==> config.mk <==
export PLATFORM = sky130hd
export DESIGN_NAME = mmx_exec_unit
export DESIGN_NICKNAME = d
export VERILOG_FILES = /design/src/hw/mmx_pkg.sv /design/src/hw/mmx_mul_if.sv /design/src/hw/mmx_mult.sv /design/src/hw/mmx_exec_unit.sv
export SDC_FILE = /design/constraint.sdc
export NUM_CORES = 2
export LEC_CHECK = 0
export BUFFER_PORTS_ARGS = -buffer_cell sky130_fd_sc_hd__buf_2
export CAP_MARGIN = 20
export CORE_MARGIN = 3
export CORE_UTILIZATION = 30
export CTS_CLUSTER_SIZE = 8
export DETAILED_ROUTE_END_ITERATION = 8
export PLACE_DENSITY = 0.47
export SLEW_MARGIN = 20
export SYNTH_ARGS = -nofsm -noshare
export SYNTH_HDL_FRONTEND = slang
export SYNTH_HIERARCHICAL = 1
export SYNTH_SLANG_ARGS = --single-unit
==> constraint.sdc <==
create_clock -name clk -period 12.8 [get_ports clk]
set_input_delay 0.64 -clock clk [delete_from_list [all_inputs] [get_ports clk]]
set_output_delay 0.64 -clock clk [all_outputs]
set_load 0.02 [all_outputs]
==> src/hw/mmx_pkg.sv <==
/*
  Shared constants and types of the move and multiply execution unit.
  Assumes the decoder drives commands from the same clock and reset.
*/
package mmx_pkg;

	// Datapath widths
	localparam int        W_WIDTH    = 16;
	localparam int        NUM_W      = 16;
	localparam int        ACC_WIDTH  = 40;
	localparam int        PROD_WIDTH = 33;
	localparam int        DSR_WIDTH  = 10;
	localparam int        TBL_WIDTH  = 8;
	localparam int        LIT5_WIDTH = 5;
	localparam int        OVF_MSB    = 39;
	localparam int        OVF_LSB    = 31;

	// Fixed register roles
	localparam logic [3:0] DEF_WORK   = 4'h0;
	localparam logic [3:0] MULF_LO    = 4'h2;
	localparam logic [3:0] MULF_HI    = 4'h3;
	localparam logic [3:0] AWB_WORK   = 4'hd;

	// Cycle counts per instruction group
	localparam int        CYC_SINGLE = 1;
	localparam int        CYC_DOUBLE = 2;
	localparam int        CYC_SFR    = 1;

	// Register map, word addresses
	localparam logic [7:0] REG_CTRL     = 8'h00;
	localparam logic [7:0] REG_FLAGS    = 8'h01;
	localparam logic [7:0] REG_IRQ_STAT = 8'h02;
	localparam logic [7:0] REG_IRQ_MASK = 8'h03;
	localparam logic [7:0] REG_DSR_PAGE = 8'h04;
	localparam logic [7:0] REG_TBL_PAGE = 8'h05;

	// Flag layout: {sat any, sat B, sat A, ovf any, ovf B, ovf A}
	localparam int        FLG_OVF_A   = 0;
	localparam int        FLG_OVF_B   = 1;
	localparam int        FLG_OVF_ANY = 2;
	localparam int        FLG_SAT_A   = 3;
	localparam int        FLG_SAT_B   = 4;
	localparam int        FLG_SAT_ANY = 5;

	// Interrupt event layout
	localparam int        EVT_OVF_A = 0;
	localparam int        EVT_OVF_B = 1;
	localparam int        EVT_SAT_A = 2;
	localparam int        EVT_SAT_B = 3;
	localparam int        EVT_SFR   = 4;
	localparam int        NUM_EVT   = 5;

	// Reset values
	localparam logic       CTRL_SAT_EN_RST = 1'b1;
	localparam logic [4:0] IRQ_MASK_RST    = 5'h00;

	typedef enum logic [4:0] {
		OP_NOP        = 5'h00,
		OP_MOV_W      = 5'h01,
		OP_MOV_LIT    = 5'h02,
		OP_MOV_F2W    = 5'h03,
		OP_MOV_W2F    = 5'h04,
		OP_DMOV_RD    = 5'h05,
		OP_DMOV_WR    = 5'h06,
		OP_PAG_LIT_DS = 5'h07,
		OP_PAG_LIT_TB = 5'h08,
		OP_PAG_W_DS   = 5'h09,
		OP_PAG_W_TB   = 5'h0a,
		OP_PREFETCH   = 5'h0b,
		OP_ACC_MUL    = 5'h0c,
		OP_ACC_NMUL   = 5'h0d,
		OP_ACC_MSUB   = 5'h0e,
		OP_MUL_PAIR   = 5'h0f,
		OP_MUL_ACC    = 5'h10,
		OP_MUL_WORD   = 5'h11,
		OP_MUL_FILE   = 5'h12
	} mmx_op_t;

	typedef enum logic [1:0] {
		PH_IDLE   = 2'b00,
		PH_SECOND = 2'b01,
		PH_STALL  = 2'b10
	} mmx_phase_t;

endpackage

==> src/hw/mmx_mul_if.sv <==
/*
  Operand and product bundle between the execution unit and its multiplier.
  Assumes purely combinational use within one clock domain.
*/
`timescale 1ns/1ps
interface mmx_mul_if;
	logic [15:0] a;
	logic [15:0] b;
	logic        aSigned;
	logic        bSigned;
	logic [32:0] prod;

	modport user (output a, output b, output aSigned, output bSigned, input prod);
	modport mult (input a, input b, input aSigned, input bSigned, output prod);
endinterface

==> src/hw/mmx_mult.sv <==
/*
  16 by 16 multiplier with independent operand signedness, 33-bit signed product.
  Assumes the caller registers the result; no state is held here.
*/
`timescale 1ns/1ps
module mmx_mult (
	// Operand and product bundle
	mmx_mul_if.mult m
);
	import mmx_pkg::*;

	logic signed [16:0] opA;
	logic signed [16:0] opB;
	logic signed [33:0] full;

	////////////////////////////////////////////////////////////////////////
	// Extend each operand by one bit so every signedness pairing is one product
	always_comb begin
		opA  = $signed({m.aSigned & m.a[15], m.a});
		opB  = $signed({m.bSigned & m.b[15], m.b});
		full = opA * opB;
	end

	// Top bit is redundant: the widest case fits in 33 bits
	assign m.prod = full[PROD_WIDTH-1:0];
endmodule

==> src/hw/mmx_exec_unit.sv <==
/*
  Move, page-load, accumulator prefetch/store and multiply execution unit.
  Holds the working registers, both accumulators, page registers and flags.
  Assumes the decoder presents one command at a time, synchronous to clk, and
  supplies memory operand words on cmdMemData in the cycle they are used.
*/
`timescale 1ns/1ps
module mmx_exec_unit #(
	parameter int ADDR_W = 8
) (
	// Clock, reset, enable
	input  wire logic                      clk,
	input  wire logic                      nrst,
	input  wire logic                      ce,
	// Command from decoder
	input  wire logic                      cmdValid,
	input  wire mmx_pkg::mmx_op_t          cmdOp,
	input  wire logic [3:0]                cmdDst,
	input  wire logic [3:0]                cmdSrc,
	input  wire logic [3:0]                cmdBase,
	input  wire logic [15:0]               cmdLit,
	input  wire logic                      cmdBSigned,
	input  wire logic                      cmdSSigned,
	input  wire logic                      cmdUseLit,
	input  wire logic                      cmdAccSel,
	input  wire logic                      cmdSfr,
	input  wire logic [15:0]               cmdMemData,
	// Operand prefetch and writeback
	input  wire logic                      cmdPfxEn,
	input  wire logic [3:0]                cmdPfxReg,
	input  wire logic [15:0]               cmdPfxData,
	input  wire logic                      cmdPfyEn,
	input  wire logic [3:0]                cmdPfyReg,
	input  wire logic [15:0]               cmdPfyData,
	input  wire logic                      cmdAwb,
	// Status toward decoder and memory
	output logic                           cmdReady,
	output logic                           opDone,
	output logic                           memWe,
	output logic [15:0]                    memWdata,
	output logic [mmx_pkg::DSR_WIDTH-1:0]  dsrPage,
	output logic [mmx_pkg::TBL_WIDTH-1:0]  tblPage,
	output logic [5:0]                     accFlags,
	output logic                           irq,
	// Register port
	input  wire logic [ADDR_W-1:0]         regAddr,
	input  wire logic [15:0]               regWdata,
	input  wire logic                      regWr,
	input  wire logic                      regRd,
	output logic [15:0]                    regRdata
);
	import mmx_pkg::*;

	typedef struct packed {
		logic [NUM_W-1:0][W_WIDTH-1:0] default_working_reg;
		logic [1:0][ACC_WIDTH-1:0]     acc;
		logic [DSR_WIDTH-1:0]          dsrPage;
		logic [TBL_WIDTH-1:0]          tblPage;
		logic [5:0]                    flags;
		logic [NUM_EVT-1:0]            irqStat;
		logic [NUM_EVT-1:0]            irqMask;
		logic                          satEn;
		mmx_phase_t                    phase;
		mmx_op_t                       pendOp;
		logic [3:0]                    pendReg;
		logic                          pendSfr;
		logic                          cmdReady;
		logic                          opDone;
		logic                          memWe;
		logic [15:0]                   memWdata;
		logic                          irq;
		logic [15:0]                   rdData;
	} mmx_state_t;

	localparam mmx_state_t STATE_RST = '{
		default_working_reg:     '0,
		acc:      '0,
		dsrPage:  '0,
		tblPage:  '0,
		flags:    '0,
		irqStat:  '0,
		irqMask:  IRQ_MASK_RST,
		satEn:    CTRL_SAT_EN_RST,
		phase:    PH_IDLE,
		pendOp:   OP_NOP,
		pendReg:  '0,
		pendSfr:  1'b0,
		cmdReady: 1'b1,
		opDone:   1'b0,
		memWe:    1'b0,
		memWdata: '0,
		irq:      1'b0,
		rdData:   '0
	};

	localparam logic [ACC_WIDTH-1:0] ACC_MAX = {1'b0, {(ACC_WIDTH-1){1'b1}}};
	localparam logic [ACC_WIDTH-1:0] ACC_MIN = {1'b1, {(ACC_WIDTH-1){1'b0}}};

	mmx_state_t q;
	mmx_state_t d;

	mmx_mul_if mul ();

	// Working values of the accumulator path, command take and events
	logic [ACC_WIDTH-1:0] prodExt;
	logic [ACC_WIDTH:0]   accWide;
	logic [ACC_WIDTH-1:0] accNew;
	logic                 accSat;
	logic                 take;
	logic                 isMac;
	logic [NUM_EVT-1:0]   evt;

	// Overflow means bits above the 32-bit product range disagree with its sign
	function automatic logic accOvf(input logic [ACC_WIDTH-1:0] v);
		accOvf = !((&v[OVF_MSB:OVF_LSB]) || !(|v[OVF_MSB:OVF_LSB]));
	endfunction

	////////////////////////////////////////////////////////////////////////
	// Multiplier operand selection
	mmx_mult u_mult (
		.m (mul.mult)
	);

	always_comb begin
		mul.a       = q.default_working_reg[cmdBase];
		mul.b       = q.default_working_reg[cmdSrc];
		mul.aSigned = cmdBSigned;
		mul.bSigned = cmdSSigned;
		if (cmdUseLit) begin
			mul.b       = {11'h000, cmdLit[LIT5_WIDTH-1:0]};
			mul.bSigned = 1'b0;
		end
		if (cmdOp == OP_ACC_MUL || cmdOp == OP_ACC_NMUL || cmdOp == OP_ACC_MSUB) begin
			mul.aSigned = 1'b1;
			mul.bSigned = 1'b1;
		end
		if (cmdOp == OP_MUL_FILE) begin
			mul.a = cmdMemData;
			mul.b = q.default_working_reg[DEF_WORK];
		end
	end

	////////////////////////////////////////////////////////////////////////
	// Accumulator arithmetic with optional saturation
	always_comb begin
		prodExt = {{(ACC_WIDTH-PROD_WIDTH){mul.prod[PROD_WIDTH-1]}}, mul.prod};
		unique case (cmdOp)
			OP_ACC_MSUB: accWide = {q.acc[cmdAccSel][ACC_WIDTH-1], q.acc[cmdAccSel]}
			                       - {prodExt[ACC_WIDTH-1], prodExt};
			OP_ACC_NMUL: accWide = {(ACC_WIDTH+1){1'b0}} - {prodExt[ACC_WIDTH-1], prodExt};
			default:     accWide = {prodExt[ACC_WIDTH-1], prodExt};
		endcase
		accSat = q.satEn && (accWide[ACC_WIDTH] != accWide[ACC_WIDTH-1]);
		if (accSat) begin
			accNew = accWide[ACC_WIDTH] ? ACC_MIN : ACC_MAX;
		end else begin
			accNew = accWide[ACC_WIDTH-1:0];
		end
	end

	////////////////////////////////////////////////////////////////////////
	// Next-state logic: bus, sequencing and datapath writes
	always_comb begin
		d        = q;
		d.opDone = 1'b0;
		d.memWe  = 1'b0;
		d.rdData = '0;
		evt      = '0;
		take     = cmdValid && q.cmdReady && q.phase == PH_IDLE;
		isMac    = cmdOp == OP_ACC_MUL || cmdOp == OP_ACC_MSUB;

		// Register reads answer in the next cycle; unmapped reads return zero
		if (regRd) begin
			unique case (regAddr)
				ADDR_W'(REG_CTRL):     d.rdData = {15'h0000, q.satEn};
				ADDR_W'(REG_FLAGS):    d.rdData = {10'h000, q.flags};
				ADDR_W'(REG_IRQ_STAT): d.rdData = {11'h000, q.irqStat};
				ADDR_W'(REG_IRQ_MASK): d.rdData = {11'h000, q.irqMask};
				ADDR_W'(REG_DSR_PAGE): d.rdData = {6'h00, q.dsrPage};
				ADDR_W'(REG_TBL_PAGE): d.rdData = {8'h00, q.tblPage};
				default:               d.rdData = '0;
			endcase
		end

		// Register writes; datapath writes below override in the same cycle
		if (regWr) begin
			unique case (regAddr)
				ADDR_W'(REG_CTRL):     d.satEn   = regWdata[0];
				ADDR_W'(REG_FLAGS):    begin
					d.flags[FLG_SAT_A] = q.flags[FLG_SAT_A] & ~regWdata[FLG_SAT_A];
					d.flags[FLG_SAT_B] = q.flags[FLG_SAT_B] & ~regWdata[FLG_SAT_B];
				end
				ADDR_W'(REG_IRQ_STAT): d.irqStat = q.irqStat & ~regWdata[NUM_EVT-1:0];
				ADDR_W'(REG_IRQ_MASK): d.irqMask = regWdata[NUM_EVT-1:0];
				ADDR_W'(REG_DSR_PAGE): d.dsrPage = regWdata[DSR_WIDTH-1:0];
				ADDR_W'(REG_TBL_PAGE): d.tblPage = regWdata[TBL_WIDTH-1:0];
				default:               ;
			endcase
		end

		unique case (q.phase)
			PH_IDLE: begin
				if (take) begin
					// operand prefetch into X and Y registers
					if (cmdOp == OP_PREFETCH || isMac || cmdOp == OP_ACC_NMUL) begin
						if (cmdPfxEn) begin
							d.default_working_reg[cmdPfxReg] = cmdPfxData;
						end
						if (cmdPfyEn) begin
							d.default_working_reg[cmdPfyReg] = cmdPfyData;
						end
					end
					if ((cmdOp == OP_PREFETCH || cmdOp == OP_ACC_MSUB) && cmdAwb) begin
						d.default_working_reg[AWB_WORK] = q.acc[!cmdAccSel][31:16];
					end
					unique case (cmdOp)
						OP_MOV_W:      d.default_working_reg[cmdDst] = q.default_working_reg[cmdSrc];
						OP_MOV_LIT:    d.default_working_reg[cmdDst] = cmdLit;
						OP_MOV_F2W:    d.default_working_reg[cmdDst] = cmdMemData;
						OP_MOV_W2F:    begin
							d.memWe    = 1'b1;
							d.memWdata = q.default_working_reg[cmdSrc];
						end
						// first word of a pair read out
						OP_DMOV_RD:    begin
							d.memWe    = 1'b1;
							d.memWdata = q.default_working_reg[cmdSrc];
						end
						// low word to the named register
						OP_DMOV_WR:    d.default_working_reg[cmdDst] = cmdMemData;
						OP_PAG_LIT_DS: d.dsrPage = cmdLit[DSR_WIDTH-1:0];
						OP_PAG_LIT_TB: d.tblPage = cmdLit[TBL_WIDTH-1:0];
						OP_PAG_W_DS:   d.dsrPage = q.default_working_reg[cmdSrc][DSR_WIDTH-1:0];
						OP_PAG_W_TB:   d.tblPage = q.default_working_reg[cmdSrc][TBL_WIDTH-1:0];
						OP_ACC_MUL,
						OP_ACC_MSUB:   begin
							d.acc[cmdAccSel] = accNew;
							if (accSat) begin
								d.flags[FLG_SAT_A + 32'(cmdAccSel)] = 1'b1;
								evt[EVT_SAT_A + 32'(cmdAccSel)] = 1'b1;
							end
							d.flags[FLG_OVF_A] = accOvf(cmdAccSel ? q.acc[0] : accNew);
							d.flags[FLG_OVF_B] = accOvf(cmdAccSel ? accNew : q.acc[1]);
							evt[EVT_OVF_A]  = d.flags[FLG_OVF_A];
							evt[EVT_OVF_B]  = d.flags[FLG_OVF_B];
						end
						OP_ACC_NMUL:   d.acc[cmdAccSel] = accNew;
						// low half named, high half next
						OP_MUL_PAIR:   begin
							d.default_working_reg[cmdDst]         = mul.prod[15:0];
							d.default_working_reg[4'(cmdDst + 1)] = mul.prod[31:16];
						end
						OP_MUL_ACC:    d.acc[cmdAccSel] = prodExt;
						OP_MUL_WORD:   d.default_working_reg[cmdDst] = mul.prod[15:0];
						OP_MUL_FILE:   begin
							d.default_working_reg[MULF_LO] = mul.prod[15:0];
							d.default_working_reg[MULF_HI] = mul.prod[31:16];
						end
						default:       ;
					endcase
					d.pendOp  = cmdOp;
					d.pendReg = (cmdOp == OP_DMOV_RD) ? cmdSrc : cmdDst;
					d.pendSfr = cmdSfr;
					if (cmdOp == OP_DMOV_RD || cmdOp == OP_DMOV_WR) begin
						d.phase = PH_SECOND;
					// extra cycle for outside special register
					end else if (cmdSfr) begin
						d.phase = PH_STALL;
					end else begin
						d.opDone = 1'b1;
					end
				end
			end
			PH_SECOND: begin
				// second word uses the next register
				if (q.pendOp == OP_DMOV_RD) begin
					d.memWe    = 1'b1;
					d.memWdata = q.default_working_reg[4'(q.pendReg + 1)];
				end else begin
					d.default_working_reg[4'(q.pendReg + 1)] = cmdMemData;
				end
				if (q.pendSfr) begin
					d.phase = PH_STALL;
				end else begin
					d.phase  = PH_IDLE;
					d.opDone = 1'b1;
				end
			end
			PH_STALL: begin
				evt[EVT_SFR] = 1'b1;
				d.phase      = PH_IDLE;
				d.opDone     = 1'b1;
			end
			default: d.phase = PH_IDLE;
		endcase

		// Combined flags follow the per-accumulator bits
		d.flags[FLG_OVF_ANY] = d.flags[FLG_OVF_A] | d.flags[FLG_OVF_B];
		d.flags[FLG_SAT_ANY] = d.flags[FLG_SAT_A] | d.flags[FLG_SAT_B];

		// Set wins over a clear written in the same cycle
		d.irqStat  = d.irqStat | evt;
		d.irq      = |(d.irqStat & d.irqMask);
		d.cmdReady = d.phase == PH_IDLE;
	end

	////////////////////////////////////////////////////////////////////////
	// State register; a low enable freezes everything including read data
	always_ff @(posedge clk) begin
		if (!nrst) begin
			q <= STATE_RST;
		end else if (ce) begin
			q <= d;
		end
	end

	// Outputs straight from the state register
	assign cmdReady = q.cmdReady;
	assign opDone   = q.opDone;
	assign memWe    = q.memWe;
	assign memWdata = q.memWdata;
	assign dsrPage  = q.dsrPage;
	assign tblPage  = q.tblPage;
	assign accFlags = q.flags;
	assign irq      = q.irq;
	assign regRdata = q.rdData;
endmodule

==> impl_metrics.py <==
metrics = {
    "cells_and_area": {
        "nFillCells": 19900,
        "final_cell_mix": "o21ai_0, a21oi_1, nand2_1, dfxtp_1, nor2_1",
        "fin_nets": 7962,
        "drive_gt1_frac": 0.138,
        "synthToLayoutAreaGrowth_pct": 9.86,
        "final_common_cell": "o21ai_0",
    },
    "route": {
        "vias": 65500,
        "met3_length_mm": 38.6,
        "wl_mm": 319,
        "ant_nets": 0,
        "routedWlPerCell_um": 32.1,
        "drt-initial-drc-count": 9976,
        "first_pass_iters": 8,
        "drc": 0,
        "wl_met1_mm": 124,
        "wl_met2_mm": 134,
        "via_per_inst": 6.58,
        "top_layer": "met5",
    },
    "timing": {
        "min_period_ns": 12.02,
        "skew_ns": 0.0631,
        "relSlewSlack": 0.130,
        "grt_setup_unrepaired": "false",
        "timing.hold.ws_ns": 0.326,
        "period_share": 0.939,
        "fmax_mhz": 83.2,
        "hold_violations": 0,
        "slew_viol_final": 0,
        "final.setup.tns_ns": 0,
        "tightest_slew_ns": 1.30,
        "setup-violations-final": 0,
    },
    "clock_network": {
        "clk_path_buf_depth": 3,
        "hold_buffers": 0,
        "cts_setup_buffers": 0,
        "ctsResizeCount": 0,
        "cts.htree.levels": 3,
        "cts_made_buffers": 67,
        "clk_pin_slew_ns": 0.05,
        "cts_tree": "built",
        "cts_root_buffer": "clkbuf_16",
        "clock_latency_ns": 0.71,
        "cts_sinks": 413,
    },
    "worst_setup_path": {
        "worstPathArrival_ns": 12.56,
        "worstPathRequired_ns": 13.34,
        "crit_buf_inv": 7,
        "cpPeakStageDelay_ns": 0.62,
        "cpMostUsedCell": "fa_1",
        "crit_path_start_kind": "input port",
        "worstSetupPathType": "in -> reg",
        "worstSetupEndpointType": "flip-flop",
        "crit_family": "adder cells",
        "crit_path_max_fanout": 15,
        "crit_slowest_cell": "fa_1",
    },
    "synth": {
        "ys.warnings.count": 6,
        "syn-cell-area_um2": 56200,
        "synth_cell_types": 94,
        "ys_seq_area_frac": 0.147,
        "synth_cells": 7775,
        "synth_seq_cells": 413,
        "post_synth.cell_area_avg_um2": 7.23,
        "async_reset_ff_frac": 0,
        "synth_edf_count": 0,
        "synth-main-ff-cell": "dfxtp_1",
    },
    "floorplan": {
        "start_util": 0.303,
        "chipWidth_um": 439,
        "dieHeight_um": 439,
        "io_pins": 187,
        "core.rowCount": 158,
        "fp.dieArea_um2": 193000,
        "core_area_um2": 186000,
    },
    "grt": {
        "grt_max_degree": 104,
        "grtUsageTotal": 0.318,
        "grt_pass1_wl_mm": 453,
        "grt_pass1_vias": 61500,
        "antenna_found_initial": 54,
        "grt_overflow": 0,
    },
    "flow_run": {
        "maxCapViolCount": 0,
    },
    "power": {
        "powerDensity_nw_per_um2": 113,
        "power_leakage_nw": 22.2,
        "ir_drop_mv": 0.109,
    },
    "place": {
        "port_buffers": 174,
        "dp_hpwl_mm": 229,
        "gp_congestion": 0.986,
    },
    "hold_path": {
        "min_path_type": "in -> reg",
    },
    "run_status": {
        "status": "completed",
    },
}
## cell usage after synthesis, types with 26 or more instances
library cell  instances  share of area
dfxtp_1             413           0.15
fa_1                291           0.10
mux4_2              240          0.096
and2_1              171          0.019
xnor2_1              51         0.0079
o21ai_0            1091          0.097
a22oi_1              47         0.0063
nor2_1              395          0.026
nor4_1               30         0.0033
and3_1               31         0.0034
inv_1               360          0.024
clkbuf_1            795          0.053
a21o_1               27         0.0036
o211ai_1            200          0.027
nand4_1             264          0.029
buf_4                56         0.0075
a211oi_1             46         0.0061
mux2_2               57          0.011
a31oi_1             275          0.031
a21boi_0             64         0.0085
buf_1                75         0.0050
o211a_1              26         0.0046
nor2b_1              43         0.0048
nor3_1               50         0.0045
o22ai_1             282          0.031
ha_1                130          0.029
a21oi_1             876          0.078
nand3_1             192          0.017
nand2_1             813          0.054
a22o_1               29         0.0045
mux2i_1              91          0.016
## worst paths after layout
check	start	end	slack, ns	cells after the start
setup / recovery	cmdBase[0]	irq$_SDFFE_PN0P_	0.78	39
hold / removal	cmdSfr	q[36]$_SDFFE_PN0P_	0.33	3
setup reg to reg	q[290]$_SDFFE_PN0P_	irq$_SDFFE_PN0P_	0.82	38
hold reg to reg	q[44]$_SDFFE_PN0P_	q[44]$_SDFFE_PN0P_	0.46	2
## worst min-delay path, delay by kind of cell
kind	cells	cell delay, ns
simple gates	1	0.06
buf+inv	1	0.14
compound gates	1	0.08
## power by group
group / leakage, nW / switching [W] / total, W / internal, W
clock: 0.961 / 0.000769 / 0.00179 / 0.00102
sequential: 3.37 / 0.000119 / 0.00148 / 0.00136
combinational: 17.9 / 0.00264 / 0.00372 / 0.00109
## metal layers
layer  track usage  vias to the layer above
li1              -                    27800
met1         0.406                    31900
met2         0.470                     4657
met3        0.0985                     1183
met4         0.190                       20
met5             0                        -
## state kept, by name, indices dropped and copies added, names as in the netlist
signal	cells
accFlags	6
cmdReady	1
dsrPage	10
irq	1
memWdata	16
memWe	1
opDone	1
q	359
regRdata	10
tblPage	8
## through the flow
| step | utilization | std cells | total power, W | instance area (um2) | setup WS (ns) |
|---|---|---|---|---|---|
| after floorplan | - | 7780 | 0.00352 | 56200 | 0.169 |
| after CTS | 0.332 | 9926 | 0.00685 | 61600 | 0.908 |
| final | 0.332 | 9955 | 0.00699 | 61800 | 0.783 |
| after global routing | 0.332 | 9940 | 0.00721 | 61700 | 0.137 |
| after detailed placement | 0.321 | 9824 | 0.00505 | 59700 | 0.246 |
| after global placement | 0.321 | 9822 | 0.00504 | 59700 | 0.241 |
## layout make-up
type	instances	area, um2	area share
Clock inverter	8	47.5	0.000770
Multi-Input combinational cell	6078	43600	0.706
Timing Repair Buffer	492	3430	0.0555
Antenna cell	28	70.1	0.00113
Inverter	362	1360	0.0220
Clock buffer	94	1900	0.0308
Tap cell	2480	3100	0.0502
Sequential cell	413	8270	0.134
## logic make-up (layout without fill, tap and decap cells)
kind of cell,count (synthesis),after routing,share of synthesized area
AOI/OAI and AO/OA,3115,3115,0.322
xor gates and xnor gates,74,74,0.0115
adders and majority gates,421,421,0.133
buffers and inverters,1289,956,0.0899
DFF,413,413,0.147
muxes,388,388,0.124
other,1,34,0.0000667
and+or+nand+nor,2074,2074,0.173
(Power assumes the default switching activity.)
